$ cat src/rtl/dacc_cfg.svh
// Summary of operation
// RL1: Enable bit one turns the converter on, zero turns it off.
// RL2: While enabled, each data register write launches a conversion at once; here writes during DACC_STARTUP wait and merge into one conversion.
// RL3: While disabled, a data write only stores the value.
// RL4: Setting enable launches conversion of the value stored meanwhile.
// RL5: Control bit 6 turns on the pin buffer and drives the pin.
// RL6: Internal comparator and ADC see the output whenever the converter is enabled; here only in DACC_RUN, not during start-up.
// RL7: Keep-running bit 7 with clock present keeps everything running in standby.
// RL8: Without keep-running, standby stops conversion and powers converter and buffer down.
// RL9: Leaving standby re-enables converter, buffer if set, then waits start-up time.
// RL10: Power-down sleep disables converter and buffer regardless of keep-running.
// RL11: Halted debug leaves converter state and output untouched.
// RL12: Control register at offset 0, reset 0, bits 0, 6, 7 read-write.
// RL13: Data register at offset 1, 8 bits, read-write, reset 0, converted value.
// RL14: Software sets reference, consumer, data, and only then the enable bit.
// RL15: Control bits 5 to 1 read as zero and ignore writes.
`ifndef DACC_CFG_SVH
`define DACC_CFG_SVH
`define DACC_CTRL_OFFS      8'h00
`define DACC_DATA_OFFS      8'h01
`define DACC_CTRL_RESET     8'h00
`define DACC_DATA_RESET     8'h00
`define DACC_EN_BIT         0
`define DACC_BUF_BIT        6
`define DACC_STBY_BIT       7
`define DACC_CTRL_MASK      8'hc1
`define DACC_STARTUP_NS     1000
`define DACC_CLK_PERIOD_NS  25
`define DACC_STARTUP_CYC    ((`DACC_STARTUP_NS + `DACC_CLK_PERIOD_NS - 1) / `DACC_CLK_PERIOD_NS)
`endif

$ cat src/rtl/dacc_pkg.sv
package dacc_pkg;
  // Register bus request
  typedef struct packed {
    logic [7:0] addr;
    logic [7:0] wdata;
    logic       wr;
    logic       rd;
  } dacc_bus_req_t;

  // Analog macro controls
  typedef struct packed {
    logic       core_on;
    logic       pin_buf_on;
    logic       internal_valid;
    logic       convert;
    logic [7:0] code;
  } dacc_ana_t;

  typedef enum logic [2:0] {
    DACC_OFF     = 3'b001,
    DACC_STARTUP = 3'b010,
    DACC_RUN     = 3'b100
  } dacc_state_t;
endpackage

$ cat src/rtl/dacc_top.sv
`timescale 1ns/1ps
`default_nettype none
`include "dacc_cfg.svh"
module dacc_top (
  input  wire logic                   mclk_in,
  input  wire logic                   rst_in,
  input  wire dacc_pkg::dacc_bus_req_t bus_in,
  input  wire logic                   standby_in,
  input  wire logic                   power_down_in,
  input  wire logic                   clk_present_in,
  input  wire logic                   debug_halt_in,
  output logic [7:0]                  rdata_out,
  output var dacc_pkg::dacc_ana_t     ana_out
);
  import dacc_pkg::*;

  localparam logic [5:0] STARTUP_CYC = 6'(`DACC_STARTUP_CYC);

  // Offset match shared by the write and read decoders
  function automatic logic addr_hit(input dacc_bus_req_t req, input logic [7:0] offs);
    return (req.addr == offs);
  endfunction

  logic [7:0]  ctrl_reg, ctrl_next;
  logic [7:0]  data_reg, data_next;
  logic [7:0]  rdata_reg, rdata_next;
  logic [1:0]  stby_sync_reg, pd_sync_reg, clk_sync_reg;
  dacc_state_t state_reg, state_next;
  logic [5:0]  cnt_reg, cnt_next;
  logic        pend_reg, pend_next;
  dacc_ana_t   ana_reg, ana_next;
  logic        wr_ctrl, wr_data, sleep_stop, en_now;

  // Sleep inputs come from the power manager domain; debug halt is ignored
  always_ff @(posedge mclk_in or posedge rst_in) begin
    if (rst_in) begin
      stby_sync_reg <= 2'b00;
      pd_sync_reg   <= 2'b00;
      clk_sync_reg  <= 2'b00;
    end else begin
      stby_sync_reg <= {stby_sync_reg[0], standby_in};
      pd_sync_reg   <= {pd_sync_reg[0], power_down_in};
      clk_sync_reg  <= {clk_sync_reg[0], clk_present_in};
    end
  end

  // Address decode and register updates
  always_comb begin
    wr_ctrl = 1'b0;
    wr_data = 1'b0;
    if (bus_in.wr && addr_hit(bus_in, `DACC_CTRL_OFFS)) begin
      wr_ctrl = 1'b1;
    end else if (bus_in.wr && addr_hit(bus_in, `DACC_DATA_OFFS)) begin
      wr_data = 1'b1;
    end
    ctrl_next = wr_ctrl ? (bus_in.wdata & `DACC_CTRL_MASK) : ctrl_reg; // RL12 RL15
    data_next = wr_data ? bus_in.wdata : data_reg; // RL13
    rdata_next = 8'h00; // Unmapped reads return zero
    if (bus_in.rd && addr_hit(bus_in, `DACC_CTRL_OFFS)) begin
      rdata_next = ctrl_reg; // RL15
    end else if (bus_in.rd && addr_hit(bus_in, `DACC_DATA_OFFS)) begin
      rdata_next = data_reg;
    end
  end

  always_ff @(posedge mclk_in or posedge rst_in) begin
    if (rst_in) begin
      ctrl_reg  <= `DACC_CTRL_RESET;
      data_reg  <= `DACC_DATA_RESET;
      rdata_reg <= 8'h00;
    end else begin
      ctrl_reg  <= ctrl_next;
      data_reg  <= data_next;
      rdata_reg <= rdata_next;
    end
  end

  // Converter sequencing; debug_halt_in deliberately unused
  always_comb begin
    en_now = ctrl_next[`DACC_EN_BIT]; // RL1
    // Power-down always stops; standby only without keep-running and clock
    sleep_stop = pd_sync_reg[1] || // RL10
                 (stby_sync_reg[1] &&
                  !(ctrl_reg[`DACC_STBY_BIT] && clk_sync_reg[1])); // RL7 RL8
    state_next = state_reg;
    cnt_next   = cnt_reg;
    pend_next  = pend_reg;
    ana_next   = ana_reg;
    ana_next.convert = 1'b0;
    ana_next.code    = data_next; // RL13
    case (state_reg)
      DACC_OFF: begin
        // Enable launches conversion of whatever was stored while off
        if (en_now && !ctrl_reg[`DACC_EN_BIT] && !sleep_stop) begin
          state_next = DACC_RUN;
          ana_next.convert = 1'b1; // RL4
        end else if (en_now && !sleep_stop) begin
          // Waking from a sleep stop
          state_next = DACC_STARTUP; // RL9
          cnt_next   = STARTUP_CYC;
          pend_next  = 1'b1;
        end
      end
      DACC_STARTUP: begin
        if (!en_now || sleep_stop) begin
          state_next = DACC_OFF;
        end else if (cnt_reg <= 6'd1) begin
          state_next = DACC_RUN;
          ana_next.convert = pend_reg || wr_data; // RL9
          pend_next = 1'b0;
        end else begin
          cnt_next  = cnt_reg - 6'd1;
          pend_next = pend_reg || wr_data;
        end
      end
      DACC_RUN: begin
        if (!en_now || sleep_stop) begin
          state_next = DACC_OFF; // RL1 RL8 RL10
        end else if (wr_data) begin
          ana_next.convert = 1'b1; // RL2
        end
      end
      default: state_next = DACC_OFF;
    endcase
    // Data writes while off only store the value
    if (state_next == DACC_OFF) begin
      ana_next.convert = 1'b0; // RL3
    end
    ana_next.core_on        = (state_next != DACC_OFF); // RL9
    ana_next.internal_valid = (state_next == DACC_RUN); // RL6
    ana_next.pin_buf_on     = (state_next != DACC_OFF) &&
                              ctrl_next[`DACC_BUF_BIT]; // RL5
  end

  always_ff @(posedge mclk_in or posedge rst_in) begin
    if (rst_in) begin
      state_reg <= DACC_OFF;
      cnt_reg   <= 6'd0;
      pend_reg  <= 1'b0;
      ana_reg   <= '0;
    end else begin
      state_reg <= state_next;
      cnt_reg   <= cnt_next;
      pend_reg  <= pend_next;
      ana_reg   <= ana_next;
    end
  end

  // Outputs straight from flip-flops
  assign rdata_out = rdata_reg;
  assign ana_out   = ana_reg; // RL11
endmodule // dacc_top
`default_nettype wire

$ cat config.mk
export PLATFORM = sky130hd
export DESIGN_NAME = dacc_top
export DESIGN_NICKNAME = d
export VERILOG_FILES = /design/src/rtl/dacc_pkg.sv /design/src/rtl/dacc_top.sv
export VERILOG_INCLUDE_DIRS = /design/src /design/src/rtl
export SDC_FILE = /design/constraint.sdc
export NUM_CORES = 1
export LEC_CHECK = 0
export ABC_AREA = 0
export ABC_CLOCK_PERIOD_IN_PS = 2300
export BUFFER_PORTS_ARGS = -buffer_cell sky130_fd_sc_hd__buf_2
export CORE_MARGIN = 2
export CORE_UTILIZATION = 52
export DETAILED_ROUTE_END_ITERATION = 8
export HOLD_SLACK_MARGIN = 0.08
export PLACE_DENSITY_LB_ADDON = 0.15
export SLEW_MARGIN = 30
export SYNTH_ARGS = -nofsm -noshare
export SYNTH_HDL_FRONTEND = slang
export SYNTH_SLANG_ARGS = --single-unit
export TNS_END_PERCENT = 10
$ cat constraint.sdc
create_clock -name mclk_in -period 2.3 [get_ports mclk_in]
set_input_delay 0 -clock mclk_in [delete_from_list [all_inputs] [get_ports mclk_in]]
set_output_delay 0 -clock mclk_in [all_outputs]
set_load 0.1 [all_outputs]
==> results.json <==
{
  "outcome": "completed",
  "cp.required_ps": 2550,
  "p_int_mw": 1.019,
  "via_per_inst": 5.308,
  "grt_pass1_wl_mm": 6.003,
  "largest_reg_flops": 12,
  "setup_viol": 0,
  "arrival_ps": 2450,
  "dp_hpwl_mm": 2.442,
  "synthFlopType": "dfrtp_1",
  "antenna_left": 0,
  "grt-ovfl-total": 0,
  "fp.dieW_um": 61.58,
  "cellPowerDensity_nw_per_um2": 590.9,
  "path_max_fanout": 6,
  "power_leakage_nw": 1.113,
  "ios": 44,
  "placed_area_sq_um": 1974,
  "maxCapViolCount": 0,
  "synth.avg_cell_area_sq_um": 12.40,
  "cp_common_cell": "dlygate4sd3_1",
  "ys_seq_area_share_pct": 56.68,
  "gp_congestion": 0.7395,
  "finClkSkew_ps": 15.09,
  "routed_wl_mm": 3.821,
  "synthTopCellsByArea": "dfrtp_1 (55%), mux2_2 (6.5%), mux2i_1 (2.9%)",
  "drive_gt1_share_pct": 34.93,
  "wl_per_cell_um": 15.10,
  "final_common_cell": "buf_2",
  "critical_path.cell_chain": "dlygate4sd3_1 > buf_2 > or4_4 > dlygate4sd3_1 > o31ai_2 > a21oi_2 > and3_1",
  "period_needed_ps": 2204,
  "vias": 1343,
  "htree_levels": 2,
  "pwr-share-comb_pct": 12.5,
  "holdWs_ps": 126.8,
  "final_area_sq_um": 2293,
  "clockPowerShare_pct": 34.9,
  "drt-pass1-iter-count": 4,
  "area.growth.synth_to_final_pct": 33.02,
  "final_cell_mix": "buf_2 (42), dfrtp_1 (38), dlygate4sd3_1 (22)",
  "seqPwrFrac_pct": 52.6,
  "synth_cell_types": 47,
  "finalHoldViolCount": 0,
  "ys_warn_count": 0,
  "synthArstFlopShare_pct": 100.0,
  "first_iter_violations": 80,
  "drcViolationCount": 0,
  "crit_path_start_kind": "input pin",
  "grt_max_degree": 40,
  "final_nets": 234,
  "antenna_cells": 0,
  "die_h_um": 61.58,
  "switching_share_pct": 24.79,
  "grt.total_usage_pct": 22.47,
  "timing_worst_setup_path_type": "in2reg",
  "core_sq_um": 3103,
  "drv_slew": 0,
  "crit_family": "buffers and inverters",
  "period_share_pct": 95.82,
  "slowest_stage": "dlygate4sd3_1",
  "dieArea_sq_um": 3792,
  "grt_antenna_before_repair": 0,
  "ctsRootBufferMaster": "clkbuf_4",
  "cts_buffer_depth": 2,
  "worst_pin_slew_ps": 541.2,
  "yosys.area.top_type": "dfrtp_1",
  "end_kind": "flop",
  "synth-seq-cells": 39,
  "rsz0062_at_grt": "false",
  "clock_latency_ps": 350,
  "critPathMaxStageDelay_ps": 610,
  "critical_path_buf_inv_count": 3,
  "p_total_mw": 1.355,
  "synth-edff-count": 0,
  "syn-num-nets": 165,
  "numCtsBuffers": 5,
  "yosysTopAreaCellShare_pct": 55.15,
  "min-delay-path-class": "in2reg",
  "clock_sinks": 39,
  "netlist_area_sq_um": 1724,
  "relSlewSlack_pct": 63.82,
  "syn_inst": 139,
  "p_sw_uw": 335.9,
  "clk_pin_slew_ps": 120,
  "setup_tns_ps": 0,
  "grt_pass1_vias": 1282,
  "maxClockFrequency_mhz": 453.8,
  "num_rows": 20,
  "peakVddDrop_mv": 0.3534,
  "cts_tree": "built",
  "reg2reg_setup_slack_ps": 290,
  "start_util_pct": 55.56,
  "portBuffers": 42
}
[power by group through the flow]
| stage | logic, mW | registers (mW) | clock network [mW] |
|---|---|---|---|
| 2_1_floorplan | 0.0457 | 0.779 | 0 |
| 3_3_place_gp | 0.138 | 0.725 | 0 |
| 3_5_place_dp | 0.142 | 0.726 | 0 |
| 4_1_cts | 0.167 | 0.713 | 0.479 |
| 5_1_grt | 0.181 | 0.716 | 0.515 |
| 6_report | 0.169 | 0.713 | 0.473 |
[Yosys cell counts (3+ instances only)]
library cell	number
nor2_1	9
nor4b_1	3
or3_1	3
inv_1	5
o31ai_1	3
or4_1	3
nand2_1	5
nand2b_1	4
dfrtp_1	38
and3_1	6
mux2_2	10
mux2i_1	5
o21a_1	4
[worst min-delay path: stages]
cell and delay (ps):
buf_2 100, a311o_2 240, nand3_1 90
[per-layer routing]
metal	GRT usage [%]	wire length [um]	vias to the layer above
met3	6.933	226	8
met2	38.35	2032	44
li1	-	-	650
met4	9.726	63	0
met5	0	0	-
met1	26.02	1498	641
[cells by family after synthesis]
family / share of synthesized area, %
and+or+nand+nor: 19.30
DFF: 56.68
AOI/OAI and AO/OA: 9.144
muxes: 10.09
buffers and inverters: 2.830
adders and majority gates: 1.451
xor gates and xnor gates: 0.5081
[final timing paths]
check,start,endpoint,depth (start not counted)
hold / removal,bus_in[1],cnt_reg[3]$_DFFE_PP0P_,3
setup / recovery,bus_in[14],ana_out[10]$_DFF_PP0_,7
min in group asynchronous,rst_in,ana_out[1]$_DFFE_PP0P_,4
max in group asynchronous,rst_in,state_reg[0]$_DFF_PP1_,4
setup reg to reg,cnt_reg[2]$_DFFE_PP0P_,cnt_reg[5]$_DFFE_PP0P_,5
hold reg to reg,pd_sync_reg[0]$_DFF_PP0_,pd_sync_reg[1]$_DFF_PP0_,0
[through the flow]
stage / utilization (%) / cells / setup WS (ps)
after floorplan: - / 139 / 527.8
after global placement: 63.63 / 223 / 325.0
after detailed placement: 63.63 / 223 / 276.1
after CTS: 73.51 / 253 / 49.88
after global routing: 73.91 / 253 / 9.886
final: 73.91 / 253 / 96.25
[final cells by class]
| cell class | instances | area (sq um) |
|---|---|---|
| flip-flops and latches | 39 | 977.2 |
| clock inverters | 2 | 35.03 |
| multi-input cells | 91 | 710.7 |
| fillers | 237 | 809.5 |
| inverters | 5 | 18.77 |
| well taps | 44 | 55.05 |
| repair buffers | 66 | 445.4 |
| clock buffers | 6 | 51.30 |
[what timing repair did]
item | 4_1_cts | 5_1_grt
hold endpoints to repair | 61 | 0
setup endpoints to repair | 0 | 11
hold buffers | 22 | 0
gates resized for setup | 0 | 3
buffers inserted | 0 | 0
(Power assumes the default switching activity.)
